===== src/rtl/utfc_pkg.sv =====
`default_nettype none
package utfc_pkg;
    // parallel character width
    localparam int unsigned UTFC_DATA_W = 8;
    // 16x clock ticks per bit: counter runs 0..15
    localparam logic [3:0] UTFC_TICK_LAST = 4'hf;
    // tick on which the final sixteenth of the last stop bit begins
    localparam logic [3:0] UTFC_TICK_EOC = 4'he;
    localparam logic [3:0] UTFC_TICK_ZERO = 4'h0;
    // shortest character is 5 bits: last data index 4
    localparam logic [2:0] UTFC_MIN_LAST_IDX = 3'h4;
    localparam logic [2:0] UTFC_IDX_ZERO = 3'h0;
    // format and data register reset values
    localparam logic [1:0] UTFC_LEN_RST = 2'h0;
    localparam logic UTFC_PAR_DIS_RST = 1'b0;
    localparam logic UTFC_EVEN_RST = 1'b0;
    localparam logic UTFC_TWO_STOP_RST = 1'b0;
    localparam logic [UTFC_DATA_W-1:0] UTFC_DATA_RST = 8'h00;
    // line levels
    localparam logic UTFC_MARK = 1'b1;
    localparam logic UTFC_SPACE = 1'b0;

    typedef enum logic [4:0] {
        UTFC_IDLE = 5'h01,
        UTFC_START = 5'h02,
        UTFC_DATA = 5'h04,
        UTFC_PARITY = 5'h08,
        UTFC_STOP = 5'h10
    } utfc_state_t;
endpackage : utfc_pkg
`default_nettype wire


===== src/rtl/utfc_parity.sv =====
`timescale 1ns/10ps
`default_nettype none
module utfc_parity (
    input wire logic [utfc_pkg::UTFC_DATA_W-1:0] i_data, // character
    input wire logic [1:0] i_char_length, // {hi, lo}
    input wire logic i_even_parity_select, // 1 even, 0 odd
    output logic o_parity_bit // bit to send
);
    import utfc_pkg::*;

    logic [UTFC_DATA_W-1:0] used;
    logic [2:0] last_idx;

    assign last_idx = 3'(UTFC_MIN_LAST_IDX + {1'b0, i_char_length});

    // only bits inside the selected length count
    genvar g;
    generate
        for (g = 0; g < UTFC_DATA_W; g = g + 1) begin : g_mask
            assign used[g] = i_data[g] & (3'(g) <= last_idx);
        end
    endgenerate

    // even: ones total even; odd: ones total odd
    assign o_parity_bit = i_even_parity_select ? (^used) : ~(^used);
endmodule : utfc_parity
`default_nettype wire


===== src/rtl/utfc_tx.sv =====
// Summary of operation
// - host pulses load strobe low; data captured on its rising edge
// - character-done rises for the final sixteenth of the last stop bit, stays high until next start
// - back-to-back sending: character-done high one sixteenth bit only
// - serial output high for mark, low for space, high when idle
// - eight data inputs, lsb first; short characters use low bits
// - format strobe high loads parity, stop and length settings
// - parity disable drops parity bit; stops follow last data bit
// - parity disabled: receive parity error output held low
// - one stop bit when select low, two when high
// - length inputs hi,lo: 00=5, 01=6, 10=7, 11=8 bits
// - parity sense low gives odd parity, high gives even
// - holding-empty high when holding register can take a character
// - waiting character moves to shifter when shifter empties
// - master reset clears registers, sets output and both flags high
`timescale 1ns/10ps
`default_nettype none
module utfc_tx (
    input wire logic i_clk, // 40 MHz system clock
    input wire logic i_sys_rst, // sync reset, active high
    input wire logic i_master_reset_in, // external reset, active high
    input wire logic i_load_strobe_n, // data load strobe, active low
    input wire logic [utfc_pkg::UTFC_DATA_W-1:0] i_tx_parallel_in, // data
    input wire logic i_format_latch, // format strobe, active high
    input wire logic i_parity_disable, // 1 = no parity bit
    input wire logic i_two_stop_select, // 1 = two stop bits
    input wire logic i_char_length_hi, // length select high
    input wire logic i_char_length_lo, // length select low
    input wire logic i_even_parity_select, // 1 even, 0 odd
    input wire logic i_tx_bit_clock_16x, // 16x baud clock level
    input wire logic i_rx_parity_mismatch, // raw receiver parity check
    output logic o_serial_out, // serial line, idle high
    output logic o_char_done, // end of character flag
    output logic o_holding_empty, // holding register free
    output logic o_rx_parity_error, // gated receive parity error
    output logic [1:0] o_char_length, // held length {hi, lo}
    output logic o_parity_disable, // held parity disable
    output logic o_even_parity_select, // held parity sense
    output logic o_two_stop_select // held stop count
);
    import utfc_pkg::*;

    // ********************************
    // reset and input edges
    // ********************************
    logic rst;
    logic bclk_q;
    logic strobe_q;
    logic tick;
    logic load;

    assign rst = i_sys_rst | i_master_reset_in;

    always_ff @(posedge i_clk) begin
        if (rst) begin
            // track the free-running clock so release gives no false tick
            bclk_q <= i_tx_bit_clock_16x;
            strobe_q <= 1'b1;
        end else begin
            bclk_q <= i_tx_bit_clock_16x;
            strobe_q <= i_load_strobe_n;
        end
    end

    // each 16x rising edge is one sixteenth of a bit
    assign tick = i_tx_bit_clock_16x & ~bclk_q;
    // trailing (rising) edge of the low load pulse
    assign load = i_load_strobe_n & ~strobe_q;

    // ********************************
    // format holding register
    // ********************************
    always_ff @(posedge i_clk) begin
        if (rst) begin
            o_char_length <= UTFC_LEN_RST;
            o_parity_disable <= UTFC_PAR_DIS_RST;
            o_even_parity_select <= UTFC_EVEN_RST;
            o_two_stop_select <= UTFC_TWO_STOP_RST;
        end else if (i_format_latch) begin
            o_char_length <= {i_char_length_hi, i_char_length_lo};
            o_parity_disable <= i_parity_disable;
            o_even_parity_select <= i_even_parity_select;
            o_two_stop_select <= i_two_stop_select;
        end
    end

    // receiver parity error forced low while parity is off
    always_ff @(posedge i_clk) begin
        if (rst) begin
            o_rx_parity_error <= 1'b0;
        end else begin
            o_rx_parity_error <= i_rx_parity_mismatch & ~o_parity_disable;
        end
    end

    // ********************************
    // transmit holding register
    // ********************************
    utfc_state_t state;
    logic [UTFC_DATA_W-1:0] hold_data;
    logic [3:0] tick_cnt;
    logic [2:0] data_cnt;
    logic stop_cnt;
    logic bit_end;
    logic char_end;
    logic take;
    logic [2:0] last_idx;
    logic next_parity;

    assign bit_end = (tick_cnt == UTFC_TICK_LAST);
    assign char_end = (state == UTFC_STOP) && bit_end
                      && (stop_cnt == o_two_stop_select);
    // shifter is empty when idle or finishing its last stop bit
    assign take = tick && !o_holding_empty
                  && ((state == UTFC_IDLE) || char_end);
    assign last_idx = 3'(UTFC_MIN_LAST_IDX + {1'b0, o_char_length});

    always_ff @(posedge i_clk) begin
        if (rst) begin
            hold_data <= UTFC_DATA_RST;
        end else if (load) begin
            hold_data <= i_tx_parallel_in;
        end
    end

    // a load in the same cycle as a transfer keeps the register full
    always_ff @(posedge i_clk) begin
        if (rst) begin
            o_holding_empty <= 1'b1;
        end else if (load) begin
            o_holding_empty <= 1'b0;
        end else if (take) begin
            o_holding_empty <= 1'b1;
        end
    end

    utfc_parity u_parity (
        .i_data(hold_data),
        .i_char_length(o_char_length),
        .i_even_parity_select(o_even_parity_select),
        .o_parity_bit(next_parity)
    );

    // ********************************
    // transmit shifter and sequencer
    // ********************************
    logic [UTFC_DATA_W-1:0] shreg;
    logic par_bit;

    always_ff @(posedge i_clk) begin
        if (rst) begin
            shreg <= UTFC_DATA_RST;
            par_bit <= 1'b0;
        end else if (take) begin
            shreg <= hold_data;
            par_bit <= next_parity;
        end else if (tick && bit_end && state == UTFC_DATA) begin
            shreg <= shreg >> 1;
        end
    end

    always_ff @(posedge i_clk) begin
        if (rst) begin
            tick_cnt <= UTFC_TICK_ZERO;
        end else if (take || state == UTFC_IDLE) begin
            tick_cnt <= UTFC_TICK_ZERO;
        end else if (tick) begin
            tick_cnt <= tick_cnt + 4'h1;
        end
    end

    always_ff @(posedge i_clk) begin
        if (rst) begin
            state <= UTFC_IDLE;
            data_cnt <= UTFC_IDX_ZERO;
            stop_cnt <= 1'b0;
        end else if (take) begin
            state <= UTFC_START;
        end else if (tick && bit_end) begin
            unique case (state)
                UTFC_IDLE: begin
                    state <= UTFC_IDLE;
                end
                UTFC_START: begin
                    state <= UTFC_DATA;
                    data_cnt <= UTFC_IDX_ZERO;
                end
                UTFC_DATA: begin
                    data_cnt <= data_cnt + 3'h1;
                    stop_cnt <= 1'b0;
                    if (data_cnt == last_idx) begin
                        state <= o_parity_disable ? UTFC_STOP
                                                  : UTFC_PARITY;
                    end
                end
                UTFC_PARITY: begin
                    state <= UTFC_STOP;
                    stop_cnt <= 1'b0;
                end
                UTFC_STOP: begin
                    if (char_end) begin
                        state <= UTFC_IDLE;
                    end else begin
                        stop_cnt <= 1'b1;
                    end
                end
            endcase
        end
    end

    // ********************************
    // line and end-of-character flag
    // ********************************
    always_ff @(posedge i_clk) begin
        if (rst) begin
            o_serial_out <= UTFC_MARK;
        end else begin
            unique case (state)
                UTFC_IDLE: o_serial_out <= UTFC_MARK;
                UTFC_START: o_serial_out <= UTFC_SPACE;
                UTFC_DATA: o_serial_out <= shreg[0];
                UTFC_PARITY: o_serial_out <= par_bit;
                UTFC_STOP: o_serial_out <= UTFC_MARK;
            endcase
        end
    end

    // raised for the final sixteenth of the last stop bit
    always_ff @(posedge i_clk) begin
        if (rst) begin
            o_char_done <= 1'b1;
        end else if (tick && state == UTFC_STOP
                     && stop_cnt == o_two_stop_select
                     && tick_cnt == UTFC_TICK_EOC) begin
            o_char_done <= 1'b1;
        end else if (state == UTFC_START) begin
            o_char_done <= 1'b0;
        end
    end
endmodule : utfc_tx
`default_nettype wire


===== config.mk =====
export PLATFORM = sky130hd
export DESIGN_NAME = utfc_tx
export DESIGN_NICKNAME = d
export VERILOG_FILES = /design/src/rtl/utfc_pkg.sv /design/src/rtl/utfc_parity.sv /design/src/rtl/utfc_tx.sv
export SDC_FILE = /design/constraint.sdc
export NUM_CORES = 1
export LEC_CHECK = 0
export ABC_AREA = 1
export BUFFER_PORTS_ARGS = -buffer_cell sky130_fd_sc_hd__buf_4
export CAP_MARGIN = 15
export CORE_UTILIZATION = 39
export CTS_CLUSTER_SIZE = 10
export DETAILED_ROUTE_END_ITERATION = 7
export MAX_ROUTING_LAYER = met4
export PLACE_DENSITY = 0.61
export SLEW_MARGIN = 5
export SYNTH_ARGS = -nofsm -noshare
export SYNTH_HDL_FRONTEND = slang
export SYNTH_SLANG_ARGS = --single-unit

===== constraint.sdc =====
create_clock -name i_clk -period 4 [get_ports i_clk]
set_input_delay 0.8 -clock i_clk [delete_from_list [all_inputs] [get_ports i_clk]]
set_output_delay 0.8 -clock i_clk [all_outputs]
set_load 0.01 [all_outputs]

==> out/metrics.cfg, run 1 <==
[status]
outcome=finished clean

[synth]
post_synth_fa_ha_maj_area_fraction=0.0183
syn_area_per_cell_sq_um=7.32
yosys.area_share.simple=0.308
synth_cell_types=29
synth_xor_area_frac=0.0641
synth-compound-area-share=0.131
syn_inst=280
synth.area.mux_share=0
synth_top_family_by_area=simple AND/OR/NAND/NOR gates
synth_top_cell_area_share=0.400
netlist_top_cells_area=dfxtp_1 40%, nand2_1 11%, a21oi_1 6.1%
yosys_warnings=0
syn-cell-area_sq_um=2050
yosysTopAreaCell=dfxtp_1
seq_area_frac_synth=0.400
syn_nets=303
ys_ff_latch=41

[final_layout]
area_growth_pct=18.0
drive_gt1_frac=0.203
stdcell_area_sq_um=2420
fin_nets=333
n_antenna_cell=0

[cts]
ctsHoldBuffers=0
cts_resized=0
post_cts_buffers=0
clock_latency_ps=300
cts_tree=yes
clock_sinks=41
htree_num_levels=2
clock-root-buffer=clkbuf_8
clkTransAtPathRegs_ps=80
cts_made_buffers=5
cts_buffer_depth=2

[route]
vias_per_cell=4.65
finalWirelength_mm=4.11
ant_nets=0
wl_per_cell_um=10.8
vias=1773
remaining_drc_errors=0
drt_iter0_drc=107
drt_pass1_iterations=4

[sta]
setup_tns_ps=0
worst_slew_margin_rel=0.600
grt_setup_unrepaired=false
slew_viol_final=0
hold_viol=0
worstMarginPinSlew_ps=597
fmax_mhz=482
setup_viol_count_final=0
finClkSkew_ps=5.55
min_period_over_period=0.518
period_needed_ps=2070

[global_route]
grt_pass1_vias=1592
grt_max_degree=25
track_usage=0.172
grt_first_pass_wirelength_mm=7.09
globalRouteOverflowTotal=0
antenna_found_initial=0

[placement]
hpwl_mm=3.03
placed_area_sq_um=2320
port-buffer-count=28
place_congestion=0.761

[setup_path]
path_max_fanout=19
required_ps=4230
critPathKind=input port to register
worst-endpoint-arrival_ps=2310
critPathLaunchType=input port
end_kind=register

[floorplan]
die_w_um=74.5
die_h_um=74.5
die-area_sq_um=5550
coreArea_sq_um=5070
ios=29
start_util=0.404
fp-row-count=26

[power_and_ir_drop]
p_leak_nw=1.02
p_per_area_nw_per_um2=316
vdd_drop_max_mv=0.184

[job]
cap_violations=0

[worst_hold_path]
min_path_type=register to register

-- cell usage after synthesis, drive strengths merged --
cell and number:
inv 31, nand3b 1, o2111ai 1, nand2 67
dfxtp 41, a21oi 28, o21ai 20, clkbuf 1
clkinv 2, nor2 33, nor3 1, xnor2 7
or2 2, xor2 8, nand3 24, buf 5
nand4 5, ha 3
-- worst max-delay path, stage by stage --
cell and delay [ps]:
buf_4 110, nor2_1 90, buf_4 200, clkinv_1 510, nor2_1 320, nand2_1 140, a21oi_1 130
-- metal layers --
metal,wire length (um),GRT usage
met2,1860,0.266
met1,2070,0.218
met4,72,0.0629
met5,0,-
met3,114,0.0407
-- worst paths after layout --
check,from,endpoint,slack (ps),cells after the start
hold reg to reg,shreg[7]$_SDFFE_PP0P_,shreg[7]$_SDFFE_PP0P_,480,2
setup reg to reg,tick_cnt[0]$_SDFFE_PP0N_,shreg[3]$_SDFFE_PP0P_,2370,8
hold / removal,shreg[7]$_SDFFE_PP0P_,shreg[7]$_SDFFE_PP0P_,480,2
setup / recovery,i_master_reset_in,tick_cnt[0]$_SDFFE_PP0N_,1930,7
-- where the power goes --
| group | switching, mW | leakage, nW | internal (mW) |
|---|---|---|---|
| sequential | 0.00484 | 0.332 | 0.412 |
| clock | 0.146 | 0.0542 | 0.156 |
| combinational | 0.0226 | 0.629 | 0.0225 |
-- stage by stage --
stage	power [mW]	util	instances	worst slack, ps	hold WS (ps)
final	0.764	0.477	381	1930	481
after global routing	0.799	0.477	381	1750	509
after CTS	0.777	0.477	381	1930	486
after detailed placement	0.473	0.457	373	1630	473
after global placement	0.472	0.457	373	1650	470
after floorplan	0.448	-	280	2260	439
-- area by class of cell --
| cell class | instances | area [sq um] |
|---|---|---|
| clock inverter | 1 | 5.00 |
| sequential | 41 | 821 |
| fill | 552 | 2660 |
| timing repair buffer | 29 | 218 |
| multi-input combinational | 200 | 1070 |
| clock buffer | 7 | 96.3 |
| inverter | 33 | 124 |
| tap | 70 | 87.6 |
-- registers in the layout, indices dropped and copies added, names as in the netlist, 2 cells and up --
signal and count:
data_cnt 3, hold_data 8, o_char_length 2, shreg 8, state 5, tick_cnt 4
-- layout by cell type (no fill, tap or decap) --
cell type / netlist / routed
a21oi_1: 25 / 25
a21oi_2: 3 / 3
buf_4: 1 / 29
clkbuf_8: 0 / 7
clkinv_1: 2 / 2
clkinv_2: 0 / 1
dfxtp_1: 41 / 41
ha_1: 3 / 3
inv_1: 29 / 29
inv_2: 2 / 2
nand2_1: 59 / 59
nand2_2: 6 / 6
nand2_4: 2 / 2
nand3_1: 21 / 21
nand3_2: 3 / 3
nand3b_1: 1 / 1
nand4_1: 5 / 5
nor2_1: 27 / 27
nor2_2: 2 / 2
nor2_4: 4 / 4
nor3_1: 1 / 1
o2111ai_1: 1 / 1
o21ai_0: 15 / 15
o21ai_1: 3 / 3
o21ai_2: 2 / 2
or2_2: 2 / 2
xnor2_1: 7 / 7
xor2_1: 8 / 8
-- kinds of logic (layout without fill, tap and decap cells) --
logic type,Yosys count,in the layout
compound gates,49,49
simple gates,133,133
flops,41,41
xor+xnor,15,15
buf+inv,39,70
fa+ha+maj,3,3
(Power assumes the default switching activity.)
==> run 2, diff against run 1 <==
- ABC_AREA: 1 -> 0
- PLACE_DENSITY: 0.61 -> 0.64
- clock period: 4 -> 1.9 ns (I/O delays scaled with it)
==> run 2 against run 1 <==
Critical endpoint is now state[0]$_SDFFE_PP1P_. Sequential power increased by 110%. Critical path depth down 2. Global-route usage down 0.82 points. Wire length shrank 8.8%. Clock power grew 98%. Sequential cell count unchanged. Combinational power grew 100%. Die area shrank 8.1%. Setup slack got worse by 1900 ps. First-iteration DRC count fell by 15%.
==> out/metrics.cfg, run 2 <==
[global_route]
grt_pass1_vias=1371  ; was 1,592
globalRouteOverflowTotal=0  ; unchanged
track_usage=0.164  ; was 0.172
grt_max_degree=30  ; was 25
grt_first_pass_wirelength_mm=6.31  ; was 7.09 mm
antenna_found_initial=0  ; unchanged

[final_layout]
n_antenna_cell=0  ; unchanged
area_growth_pct=21.7  ; was 18.0%
largestRegisters=hold_data (8), shreg (8), state (5)  ; unchanged
final_cells=306  ; was 381
drive_gt1_frac=0.236  ; was 0.203
fin_nets=276  ; was 333
final_common_cell=nand2_1  ; unchanged
final_cell_mix=41 x nand2_1, 39 x dfxtp_1, 39 x buf_4, 28 x nor2_1, 12 x a21oi_1  ; was 59 x nand2_1, 41 x dfxtp_1, 29 x inv_1, 29 x buf_4, 27 x nor2_1

[worst_hold_path]
min_path_type=input port to register  ; was register to register
hold_depth=1  ; was 2
worstHoldStart=i_tx_bit_clock_16x  ; was shreg[7]$_SDFFE_PP0P_
holdPathEnd=bclk_q$_DFF_P_  ; was shreg[7]$_SDFFE_PP0P_

[route]
vias_per_cell=5.18  ; was 4.65
ant_nets=0  ; unchanged
vias=1585  ; was 1,773
remaining_drc_errors=0  ; unchanged
wl_per_cell_um=12.3  ; was 10.8 um
finalWirelength_mm=3.75  ; was 4.11 mm
drt_pass1_iterations=4  ; unchanged
drt_iter0_drc=91  ; was 107

[synth]
syn_area_per_cell_sq_um=8.62  ; was 7.32 sq um
synth_cell_types=45  ; was 29
synth_top_cell_area_share=0.437  ; was 0.400
yosys-top-cells-count=41 x dfxtp_1, 41 x nand2_1, 28 x nor2_1  ; was 59 x nand2_1, 41 x dfxtp_1, 29 x inv_1
synthArstFlopShare=0  ; unchanged
seq_area_frac_synth=0.437  ; was 0.400
netlist_top_cells_area=dfxtp_1 44%, nand2_1 8.2%, nor2_1 5.6%  ; was dfxtp_1 40%, nand2_1 11%, a21oi_1 6.1%
yosysTopAreaCell=dfxtp_1  ; unchanged
ys_ff_latch=41  ; unchanged
syn_nets=241  ; was 303
syn_inst=218  ; was 280
synth_ff_type=dfxtp_1  ; unchanged
syn-cell-area_sq_um=1880  ; was 2050 sq um
synth-edff-count=0  ; unchanged
yosys_warnings=0  ; unchanged

[setup_path]
slowest_delay_ps=450  ; was 510 ps
crit_family=simple AND/OR/NAND/NOR gates  ; was buffers and inverters
critPathLaunchType=register  ; was input port
r2r_cells=5  ; was 8
worst-endpoint-arrival_ps=2020  ; was 2310 ps
end_kind=register  ; unchanged
reg2reg_to=state[0]$_SDFFE_PP1P_  ; was shreg[3]$_SDFFE_PP0P_
critPathKind=register to register  ; was input port to register
reg2reg_from=state[4]$_SDFFE_PP0P_  ; was tick_cnt[0]$_SDFFE_PP0N_
cp.buffers_inverters=0  ; was 3
path_max_fanout=6  ; was 19
required_ps=2090  ; was 4230 ps
r2r_slack_ps=70  ; was 2370 ps
cpMaxStageDelayCell=dfxtp_1  ; was clkinv_1
critical_path.cell_chain=or2b_2, nor2_1, a221o_1, mux2_2, a21o_1  ; was buf_4, nor2_1, buf_4, clkinv_1, nor2_1, nand2_1, a21oi_1

[placement]
port-buffer-count=28  ; unchanged
hpwl_mm=2.74  ; was 3.03 mm
dp.cells=298  ; was 373
place_congestion=0.865  ; was 0.761

[sta]
min_period_over_period=0.961
fmax_mhz=548
hold_viol=0  ; unchanged
slew_viol_final=0  ; unchanged
finClkSkew_ps=4.60  ; was 5.55 ps
period_needed_ps=1830
worstMarginPinSlew_ps=582  ; was 597 ps
setup_tns_ps=0  ; unchanged
grt_setup_unrepaired=false  ; unchanged
worst_slew_margin_rel=0.611  ; was 0.600
setup_viol_count_final=0  ; unchanged

[cts]
htree_num_levels=2  ; unchanged
clock_sinks=41  ; unchanged
clock-root-buffer=clkbuf_8  ; unchanged
ctsHoldBuffers=0  ; unchanged
cts_made_buffers=5  ; unchanged
clock_latency_ps=290  ; was 300 ps
clkTransAtPathRegs_ps=80  ; about the same
cts_buffer_depth=2  ; unchanged
cts_tree=yes  ; unchanged

[power_and_ir_drop]
p_leak_nw=0.870  ; was 1.02 nW
p_per_area_nw_per_um2=683  ; was 316 nW/um^2
vdd_drop_max_mv=0.430  ; was 0.184 mV

[job]
cap_violations=0  ; unchanged

[floorplan]
die_w_um=71.4  ; was 74.5 um
die_h_um=71.4  ; was 74.5 um
ios=29  ; unchanged
coreArea_sq_um=4500  ; was 5070 sq um
start_util=0.417  ; was 0.404
fp-row-count=24  ; was 26
die-area_sq_um=5100  ; was 5550 sq um

[status]
outcome=finished clean  ; unchanged

==> run 2: changes by cell type after synthesis, moves of 6 or more <==
cell and delta:
inv_1 -27, nand2_1 -18, nand3_1 -15, a21oi_1 -13, o21ai_0 -10, a311oi_1 +8, mux2i_1 +8, nand2_2 -6
==> run 2: worst max path at each step <==
stage / start / to / cells past startpoint
final: state[4]$_SDFFE_PP0P_ / state[0]$_SDFFE_PP1P_ / 5
after global placement: i_tx_bit_clock_16x / state[4]$_SDFFE_PP0P_ / 6
after CTS: tick_cnt[1]$_SDFFE_PP0N_ / state[4]$_SDFFE_PP0P_ / 5
after global routing: state[1]$_SDFFE_PP0P_ / state[0]$_SDFFE_PP1P_ / 5
after floorplan: state[2]$_SDFFE_PP0P_ / state[0]$_SDFFE_PP1P_ / 6
after detailed placement: i_tx_bit_clock_16x / state[4]$_SDFFE_PP0P_ / 6
==> run 2: final cells by class <==
type | instances | area [sq um]
sequential | 41 | 823
inverter | 2 | 7.51
fill | 462 | 2220
clock inverter | 2 | 13.8
timing repair buffer | 40 | 313
clock buffer | 6 | 82.6
multi-input combinational | 163 | 982
tap | 52 | 65.1
==> run 2: metal layers <==
metal,up-vias,share of wire,GRT usage,wire (um)
met1,726,0.49,0.218,1850
li1,822,-,-,-
met3,4,0.041,0.0408,155
met4,0,0.012,0.0667,44
met2,33,0.45,0.238,1700
met5,-,0,-,0
==> run 2: cell families after synthesis <==
kind of cell,synth area share
mux,0.0546
flops,0.437
fa+ha+maj,0.0200
xor+xnor,0.0679
buf+inv,0.0419
compound gates,0.131
simple gates,0.248
==> run 2: what timing repair did <==
action,in CTS,in global routing
buffers inserted,0,0
gates resized for setup,0,3
setup endpoints to repair,0,1
==> run 2: power breakdown <==
| part | internal [mW] | switching, mW |
|---|---|---|
| combinational | 0.0519 | 0.0396 |
| sequential | 0.867 | 0.00656 |
| clock | 0.294 | 0.302 |
| total | 1.21 | 0.348 |
==> run 2: per-stage QoR <==
| stage | area, sq um | hold WS (ps) | util | power, mW | worst slack (ps) |
|---|---|---|---|---|---|
| 6_report | 2290 | 199 | 0.508 | 1.56 | 74.5 |
| 3_3_place_gp | 2190 | 459 | 0.485 | 0.985 | 109 |
| 3_5_place_dp | 2190 | 463 | 0.485 | 0.986 | 92.3 |
| 2_1_floorplan | 1880 | 408 | - | 0.939 | 82.0 |
| 5_1_grt | 2290 | 185 | 0.508 | 1.62 | 7.04 |
| 4_1_cts | 2280 | 190 | 0.507 | 1.58 | 89.4 |
